==> src/common/cxp_map.svh <==
`ifndef CXP_MAP_SVH
`define CXP_MAP_SVH

// register addresses on the serial control port
`define CXP_ADDR_W          15
`define CXP_OFS_CHAN_PWR    15'h0002
`define CXP_OFS_MAKER_LO    15'h000C
`define CXP_OFS_MAKER_HI    15'h000D
`define CXP_OFS_COMMIT      15'h000F
`define CXP_OFS_PIN_GATE    15'h003F
`define CXP_OFS_PIN_FUNC    15'h0040
`define CXP_OFS_PHASE_MODE  15'h0300

// field positions
`define CXP_COMMIT_BIT      0
`define CXP_PIN_GATE_BIT    7
`define CXP_PIN_FUNC_HI     7
`define CXP_PIN_FUNC_LO     6
`define CXP_PHASE_MODE_BIT  7
`define CXP_CHAN_PWR_HI     1
`define CXP_CHAN_PWR_LO     0

// pin function codes
`define CXP_FUNC_PDWN       2'h0
`define CXP_FUNC_STBY       2'h1
`define CXP_FUNC_OFF        2'h2

// reset values
`define CXP_RST_BYTE        8'h00
`define CXP_RST_FUNC        2'h0
`define CXP_RST_CHAN_PWR    2'h0

`endif

==> src/common/cxp_pkg.sv <==
`default_nettype none
package cxp_pkg;
  typedef enum logic [0:0] {
    XFER_IDLE,
    XFER_COPY
  } cxp_xfer_state_t;
endpackage
`default_nettype wire

==> src/verilog/cxp_chip_ctrl.sv <==
// Behaviour
// - transfer bit 0 self-clears once the pending transfer has completed
// - transfer loads mixer phase increment and offset only when phase update mode set
// - all mixer phase settings update together in one cycle
// - transfer also copies staged filter coefficients into working storage
// - staged values have no effect until the transfer copies them
// - pin-disable bit resets to zero; one makes the sleep pin ignored
// - enabled pin action follows global pin function field bits 7:6 of 0x0040
// - function 00 power-down, 01 standby, 10 pin ignored
// - honoured pin assertion overrides per-channel power mode bits
`timescale 1ns/1ps
`default_nettype none
`include "cxp_map.svh"

module cxp_chip_ctrl #(
  parameter int          PHASE_W    = 48,
  parameter int          COEFF_W    = 192,
  parameter logic [15:0] MAKER_CODE = 16'h00A5  // arbitrary value
) (
  // clock and reset
  input  wire logic                   ref_clk,
  input  wire logic                   rstn,
  // register access from the serial control port
  input  wire logic [`CXP_ADDR_W-1:0] reg_addr,
  input  wire logic                   reg_wr,
  input  wire logic                   reg_rd,
  input  wire logic [7:0]             reg_wdata,
  output logic      [7:0]             reg_rdata,
  // staged (master) values
  input  wire logic [PHASE_W-1:0]     staged_phase_inc,
  input  wire logic [PHASE_W-1:0]     staged_phase_ofs,
  input  wire logic [COEFF_W-1:0]     staged_coeff,
  // working (slave) values
  output logic      [PHASE_W-1:0]     work_phase_inc,
  output logic      [PHASE_W-1:0]     work_phase_ofs,
  output logic      [COEFF_W-1:0]     work_coeff,
  output logic                        commit_done,
  // sleep pin and power control
  input  wire logic                   sleep_request_pin,
  output logic                        power_down_req,
  output logic                        standby_req,
  output logic                        pin_override,
  output logic      [1:0]             chan_power_mode
);

  // refuse widths the copy logic cannot serve
  if (PHASE_W < 1 || COEFF_W < 1) begin : g_bad_width
    $error("cxp_chip_ctrl: widths must be positive");
  end

  cxp_pkg::cxp_xfer_state_t state_reg, state_next;
  logic                     commit_reg;
  logic                     pin_gate_reg;
  logic [1:0]               pin_func_reg;
  logic                     phase_mode_reg;
  logic [1:0]               chan_pwr_reg;
  logic                     pin_meta_reg;
  logic                     pin_sync_reg;
  logic [7:0]               rdata_next;

  // address decode
  wire wr_commit = reg_wr && reg_addr == `CXP_OFS_COMMIT;
  wire wr_gate   = reg_wr && reg_addr == `CXP_OFS_PIN_GATE;
  wire wr_func   = reg_wr && reg_addr == `CXP_OFS_PIN_FUNC;
  wire wr_phase  = reg_wr && reg_addr == `CXP_OFS_PHASE_MODE;
  wire wr_chan   = reg_wr && reg_addr == `CXP_OFS_CHAN_PWR;
  wire set_commit = wr_commit && reg_wdata[`CXP_COMMIT_BIT];
  wire copying    = state_reg == cxp_pkg::XFER_COPY;

  // transfer sequence
  always_comb begin
    case (state_reg)
      cxp_pkg::XFER_IDLE: state_next = commit_reg ? cxp_pkg::XFER_COPY : cxp_pkg::XFER_IDLE;
      cxp_pkg::XFER_COPY: state_next = cxp_pkg::XFER_IDLE;
      default:            state_next = cxp_pkg::XFER_IDLE;
    endcase
  end

  always_ff @(posedge ref_clk) begin
    if (!rstn) begin
      state_reg  <= cxp_pkg::XFER_IDLE;
      commit_reg <= 1'b0;
    end else begin
      state_reg <= state_next;
      if (set_commit) begin
        commit_reg <= 1'b1;
      end else if (copying) begin
        commit_reg <= 1'b0;
      end
    end
  end

  assign commit_done = copying;

  // working copies, loaded only by the transfer
  always_ff @(posedge ref_clk) begin
    if (!rstn) begin
      work_phase_inc <= '0;
      work_phase_ofs <= '0;
      work_coeff     <= '0;
    end else if (copying) begin
      work_coeff <= staged_coeff;
      if (phase_mode_reg) begin
        work_phase_inc <= staged_phase_inc;
        work_phase_ofs <= staged_phase_ofs;
      end
    end
  end

  // control registers
  always_ff @(posedge ref_clk) begin
    if (!rstn) begin
      pin_gate_reg   <= 1'b0;
      pin_func_reg   <= `CXP_RST_FUNC;
      phase_mode_reg <= 1'b0;
      chan_pwr_reg   <= `CXP_RST_CHAN_PWR;
    end else begin
      if (wr_gate) begin
        pin_gate_reg <= reg_wdata[`CXP_PIN_GATE_BIT];
      end
      if (wr_func) begin
        pin_func_reg <= reg_wdata[`CXP_PIN_FUNC_HI:`CXP_PIN_FUNC_LO];
      end
      if (wr_phase) begin
        phase_mode_reg <= reg_wdata[`CXP_PHASE_MODE_BIT];
      end
      if (wr_chan) begin
        chan_pwr_reg <= reg_wdata[`CXP_CHAN_PWR_HI:`CXP_CHAN_PWR_LO];
      end
    end
  end

  // read data
  always_comb begin
    case (reg_addr)
      `CXP_OFS_MAKER_LO:   rdata_next = MAKER_CODE[7:0];
      `CXP_OFS_MAKER_HI:   rdata_next = MAKER_CODE[15:8];
      `CXP_OFS_COMMIT:     rdata_next = {7'h00, commit_reg};
      `CXP_OFS_PIN_GATE:   rdata_next = {pin_gate_reg, 7'h00};
      `CXP_OFS_PIN_FUNC:   rdata_next = {pin_func_reg, 6'h00};
      `CXP_OFS_PHASE_MODE: rdata_next = {phase_mode_reg, 7'h00};
      `CXP_OFS_CHAN_PWR:   rdata_next = {6'h00, chan_pwr_reg};
      default:             rdata_next = `CXP_RST_BYTE;
    endcase
  end

  always_ff @(posedge ref_clk) begin
    if (!rstn) begin
      reg_rdata <= `CXP_RST_BYTE;
    end else if (reg_rd) begin
      reg_rdata <= rdata_next;
    end
  end

  // sleep pin synchroniser
  always_ff @(posedge ref_clk) begin
    if (!rstn) begin
      pin_meta_reg <= 1'b0;
      pin_sync_reg <= 1'b0;
    end else begin
      pin_meta_reg <= sleep_request_pin;
      pin_sync_reg <= pin_meta_reg;
    end
  end

  // pin decode
  wire func_pd  = pin_func_reg == `CXP_FUNC_PDWN;
  wire func_sb  = pin_func_reg == `CXP_FUNC_STBY;
  wire pin_live = !pin_gate_reg && (func_pd || func_sb);
  wire pin_hit  = pin_live && pin_sync_reg;

  always_ff @(posedge ref_clk) begin
    if (!rstn) begin
      power_down_req  <= 1'b0;
      standby_req     <= 1'b0;
      pin_override    <= 1'b0;
      chan_power_mode <= `CXP_RST_CHAN_PWR;
    end else begin
      power_down_req  <= pin_hit && func_pd;
      standby_req     <= pin_hit && func_sb;
      pin_override    <= pin_hit;
      chan_power_mode <= pin_hit ? chan_power_mode : chan_pwr_reg;
    end
  end

  // checks
  chk_commit_clears: assert property (
    @(posedge ref_clk) disable iff (!rstn)
    commit_reg && !copying |=> copying ##1 (!commit_reg || $past(set_commit)))
    else $error("commit bit did not clear after transfer");

  chk_commit_sets: assert property (
    @(posedge ref_clk) disable iff (!rstn)
    set_commit |=> commit_reg)
    else $error("commit write did not set bit");

  chk_phase_gated: assert property (
    @(posedge ref_clk) disable iff (!rstn)
    copying && !phase_mode_reg |=> $stable(work_phase_inc) && $stable(work_phase_ofs))
    else $error("phase loaded with update mode off");

  chk_phase_together: assert property (
    @(posedge ref_clk) disable iff (!rstn)
    copying && phase_mode_reg |=> work_phase_inc == $past(staged_phase_inc)
      && work_phase_ofs == $past(staged_phase_ofs))
    else $error("phase settings not loaded together");

  chk_coeff_load: assert property (
    @(posedge ref_clk) disable iff (!rstn)
    copying |=> work_coeff == $past(staged_coeff))
    else $error("coefficients not transferred");

  chk_no_early: assert property (
    @(posedge ref_clk) disable iff (!rstn)
    !copying |=> $stable(work_coeff))
    else $error("working value changed without transfer");

  chk_pin_gate: assert property (
    @(posedge ref_clk) disable iff (!rstn)
    pin_gate_reg && $past(pin_gate_reg) |-> !pin_override)
    else $error("gated pin still acted");

  chk_pin_func: assert property (
    @(posedge ref_clk) disable iff (!rstn)
    pin_sync_reg && !pin_gate_reg && pin_func_reg == `CXP_FUNC_STBY
      |=> standby_req && !power_down_req)
    else $error("pin function not followed");

  chk_pin_off: assert property (
    @(posedge ref_clk) disable iff (!rstn)
    pin_func_reg == `CXP_FUNC_OFF |=> !power_down_req && !standby_req)
    else $error("disabled pin function acted");

  chk_pin_prio: assert property (
    @(posedge ref_clk) disable iff (!rstn)
    pin_override && $past(pin_hit) && pin_hit |=> $stable(chan_power_mode))
    else $error("channel mode changed under pin override");

endmodule // cxp_chip_ctrl

`default_nettype wire

==> config.mk <==
export PLATFORM = sky130hd
export DESIGN_NAME = cxp_chip_ctrl
export DESIGN_NICKNAME = d
export VERILOG_FILES = /design/src/common/cxp_pkg.sv /design/src/verilog/cxp_chip_ctrl.sv
export VERILOG_INCLUDE_DIRS = /design/src /design/src/common
export SDC_FILE = /design/constraint.sdc
export NUM_CORES = 1
export LEC_CHECK = 0
export BUFFER_PORTS_ARGS = -buffer_cell sky130_fd_sc_hd__buf_4
export CELL_PAD_IN_SITES_DETAIL_PLACEMENT = 0
export CELL_PAD_IN_SITES_GLOBAL_PLACEMENT = 1
export CORE_AREA = 2 2 242 244
export CTS_CLUSTER_SIZE = 14
export DETAILED_ROUTE_END_ITERATION = 7
export DIE_AREA = 0 0 244 246
export PLACE_DENSITY_LB_ADDON = 0.1
export SYNTH_ARGS = -nofsm -noshare
export SYNTH_HDL_FRONTEND = slang
export SYNTH_SLANG_ARGS = --single-unit
==> constraint.sdc <==
create_clock -name ref_clk -period 2.3 [get_ports ref_clk]
set_clock_uncertainty 0.05 [all_clocks]
set_input_delay 0.345 -clock ref_clk [delete_from_list [all_inputs] [get_ports ref_clk]]
set_output_delay 0.345 -clock ref_clk [all_outputs]
set_load 0.01 [all_outputs]
Word-level counts from Yosys, hierarchy flattened
Index checks and enable logic that the tools add are counted.
Cells by class
  $add $sub $neg: 0
  $mul: 0
  div/mod/pow operators: 0
  $lt $le $gt $ge: 0
  equality and inequality tests: 7
  shift operators: 0
  muxes and demuxes: 5
  bitwise operators: 1
  reduce and logical (&&, ||, !) cells: 15
Operators with widths (count)
  $pmux 8 s6: 1
  $eq 15x4->1 const B: 2
  $eq 15x10->1 const B: 1
  $eq 15x2->1 const B: 1
  $eq 15x6->1 const B: 1
  $eq 15x7->1 const B: 1
  $logic_and 1x1->1: 10
  $mux 1: 3
  $eq 2x1->1 const B: 1
  $logic_not 2->1: 1
  $pmux 1 s2: 1
  $reduce_and 2->1: 1
  $reduce_bool 2->1: 1
  $logic_not 1->1: 1
  $logic_or 1x1->1: 1
  $not 1->1: 1
Storage, ports and cells
  register bits after elaboration: 311
  bits in latches: 0
  RAM bits: 0
  memory bits (read-only): 0
  bits of input ports: 316
  output and inout bits: 302
  logic and storage cells: 44
  memories kept: 0

Logic depth before layout (Yosys ltp)
  word-level depth: 5
  gate-level depth with buffers: 7
  mapped depth without buffers: 5

Least setup slack after synthesis
OpenSTA, ideal clock, no wires.
  path kind: input-to-reg
  start: input reg_addr[7]
  end: register pin_gate_reg
  setup time: 0.116 ns
  arrival time: 1.487 ns
  data required time: 2.134 ns
  setup slack: 0.647 ns
  stages on the path: 5
  path buffers: 0
  cells stage by stage: or4_4 nor4_4 nand3_1 mux2i_1 nor2b_1
On the way
  word-level cells in the longest chain between the ends: 2
RTL lines
  start, declared: line cxp_chip_ctrl.sv:24  | input wire logic [`CXP_ADDR_W-1:0] reg_addr,
  $eq 15x6->1
  $logic_and 1x1->1 (no source line)
  end signal, assigned: line cxp_chip_ctrl.sv:119  | pin_gate_reg <= reg_wdata[`CXP_PIN_GATE_BIT];
  end, declared: line cxp_chip_ctrl.sv:53  | logic pin_gate_reg;
No other way between the ends.
A chain may end at the register's enable or synchronous reset.

Final worst setup path
  start: register state_reg, in the netlist commit_done
  end: output commit_done
RTL lines
  start, declared: line cxp_chip_ctrl.sv:51  | cxp_pkg::cxp_xfer_state_t state_reg, state_next;
  start signal, assigned: line cxp_chip_ctrl.sv:81  | state_reg <= cxp_pkg::XFER_IDLE;
  start signal, assigned: line cxp_chip_ctrl.sv:84  | state_reg <= state_next;
  end, declared: line cxp_chip_ctrl.sv:37  | output logic commit_done,
No word-level cell between the ends.

==> flow_metrics.tcl <==
set metrics [dict create \
    timing.final.max_slew_violations 0 \
    drt-total-wl_um 47800 \
    final_min_period_over_clock_period 0.866 \
    initial_antenna_violation_count 4 \
    grt_usage 0.151 \
    synth-main-ff-cell "dfxtp_1" \
    grt_busiest_layer "met2" \
    cp_data_arrival_time_ns 1.60 \
    final_util 0.371 \
    vias_in_the_first_global_route 11500 \
    drv.max_cap_violation_count 0 \
    buffer_cell_driving_the_clock_tree_root "clkbuf_16" \
    critPathBufInv 2 \
    grt_first_pass_wirelength_um 69800 \
    final-hold-violation-count 0 \
    die_h_um 246 \
    finalPower_mw 12.5 \
    critical_path.max_fanout 58 \
    ranking_of_synthesized_cells_by_instance_count "dfxtp_1 (308), nand2_1 (206), nor2b_1 (200)" \
    pin_count_of_the_biggest_net_entering_global_routing 115 \
    clk_pin_slew_ns 0.05 \
    met3_usage 0.0477 \
    postPlaceCellArea_sq_um 17100 \
    unrepaired_setup_endpoints_after_global_routing "no" \
    post-dp-hpwl_um 34200 \
    synth_async_sr_flop_share 0 \
    fin_setup_tns_ns 0 \
    route.detailed.wl_per_inst_um 16.9 \
    cp_data_required_time_ns 1.90 \
    tightest_slew_ns 0.991 \
    design.die.area_sq_um 60000 \
    area_growth_pct 81.4 \
    drcViolationCount 0 \
    cp-start-kind "flip-flop" \
    post_drt_via_cell_ratio 3.93 \
    reg_top3 "work_coeff x192, work_phase_inc x48, work_phase_ofs x48" \
    cts_max_level 2 \
    timing.critical_path.to_type "primary output" \
    hp-class "input pin to flip-flop" \
    netlist_instances 1161 \
    ctsLongestPathBuffers 3 \
    post_cts.repair.setup_buffers 0 \
    worstPathCellList "buf_12 -> buf_4" \
    fin_area_sq_um 21300 \
    post_synth_top_area_share 0.526 \
    ir_worst_vdd_uv 394 \
    die-width_um 244 \
    timing.fmax_mhz 502 \
    post_route_cells_drive_above_1_share 0.336 \
    seq_area_frac_synth 0.526 \
    tritoncts_num_sinks 308 \
    synth_enable_flop_cells 0 \
    yosys-top-cells-area "dfxtp_1 (53%), mux2i_1 (17%), nor2b_1 (11%), nand2_1 (6.6%), a21boi_0 (6.1%)" \
    synthesized_area_sq_um 11700 \
    layout.nets 2351 \
    synthesis.area_per_instance_sq_um 10.1 \
    hold-worst-slack_ns 0.0369 \
    initial_utilization 0.204 \
    drt_pass1_iterations 4 \
    num-fill-cells 5932 \
    leakagePower_nw 8.40 \
    largest_register_ffs 192 \
    clock_latency_ns 0.55 \
    tritoncts "done" \
    post-synth-top-count-cell "dfxtp_1" \
    antenna_violating_nets_post_route 0 \
    routabilityCongestion 0.757 \
    most_flops_register "work_coeff" \
    slowest_delay_ns 0.43 \
    setup_viol 0 \
    synth_top_area_cell "dfxtp_1" \
    placement_rows 88 \
    status "finished clean" \
    period_minus_slack_ns 1.99 \
    drt_iter0_markers 260 \
    groute.layer.met1.usage 0.170 \
    vias 11100 \
    port_buffers 611 \
    synth_warnings 0 \
    core_area_sq_um 57400 \
    yosys_register_bits 308 \
    synth.lib_cells_used.distinct 37 \
    globalRoute.totalOverflow 0 \
    cts_made_buffers 41 \
    cpMaxStageDelayCell "dfxtp_4" \
    grt_util_met2 0.266 \
    top_level_ports 618 \
    power_density_nw_per_um2 589 \
    timing_worst_setup_path_type "flip-flop to primary output" \
    timing.slew.headroom 0.340 \
    timing.critical_path.max_delay_family "buffers and inverters" \
]
-- per-stage QoR --
step,instances,setup slack [ns]
2_1_floorplan,1162,0.647
3_3_place_gp,2470,0.185
3_5_place_dp,2470,0.201
4_1_cts,2823,0.233
5_1_grt,2824,0.221
6_report,2826,0.309
-- area by class of cell --
type	instances	area (sq um)	area share
multi-input cells	770	5210	0.245
clock inverters	3	43.8	0.00206
flip-flops and latches	308	6170	0.290
inverters	1	3.75	0.000177
well taps	765	957	0.0450
clock buffers	63	1210	0.0570
repair buffers	913	7660	0.360
diodes	3	7.51	0.000353
-- repair_timing --
action,in CTS,in global routing
hold buffers,287,0
gates resized for setup,0,0
endpoints found under the hold margin,288,0
-- tightest hold or removal path, delay by kind of cell --
kind | cells | cell delay (ns)
and+or+nand+nor | 1 | 0.10
buffers and inverters | 1 | 0.09
muxes | 1 | 0.07
-- where the power goes --
| part | leakage, nW | switching, mW | internal [mW] | total [mW] |
|---|---|---|---|---|
| sequential | 2.48 | 0.000544 | 5.34 | 5.34 |
| combinational | 5.30 | 0.300 | 0.745 | 1.05 |
| clock | 0.612 | 2.44 | 3.70 | 6.14 |
-- cell usage in the layout, fill, tap and decap left out, types with 2 or more instances in the layout --
cell	synthesis	final
nand3_1	12	12
nor4_2	3	3
and4bb_2	2	2
dlygate4sd3_1	0	287
clkbuf_16	0	43
diode_2	0	3
a21boi_0	96	96
a211oi_1	2	2
nor2b_1	200	200
o21ai_1	2	2
conb_1	1	2
mux2i_1	198	198
nor2_1	8	8
or4_4	2	2
and3_1	3	3
clkbuf_1	47	14
buf_4	3	618
dfxtp_1	308	307
and2_1	6	5
clkbuf_8	0	6
nand4_1	3	3
nand2b_1	3	3
nand2_1	206	205
a21boi_1	5	5
nor3_1	4	4
buf_12	0	7
-- final timing paths --
path / startpoint / depth (start not counted) / endpoint / slack [ns]
worst max-delay path: commit_done$_SDFF_PP0_ / 2 / commit_done / 0.31
worst min-delay path: staged_coeff[190] / 3 / work_coeff[190]$_SDFFE_PN0P_ / 0.04
worst min register to register: pin_meta_reg$_SDFF_PN0_ / 1 / pin_sync_reg$_SDFF_PN0_ / 0.39
worst max register to register: commit_done$_SDFF_PP0_ / 3 / commit_reg$_SDFFE_PN0P_ / 0.50
-- per-layer routing --
| layer | share of wire | up-vias |
|---|---|---|
| met4 | 0.034 | 2 |
| met1 | 0.40 | 5080 |
| li1 | - | 5571 |
| met2 | 0.50 | 364 |
| met3 | 0.070 | 86 |
| met5 | 0.00025 | - |
-- logic make-up after synthesis --
logic type | after synthesis | synth area share
simple gates | 458 | 0.203
compound gates | 112 | 0.0712
buf+inv | 84 | 0.0305
other cells | 1 | 0.000320
flops | 308 | 0.526
mux | 198 | 0.169
No activity file was read; power rests on OpenSTA's default activity.
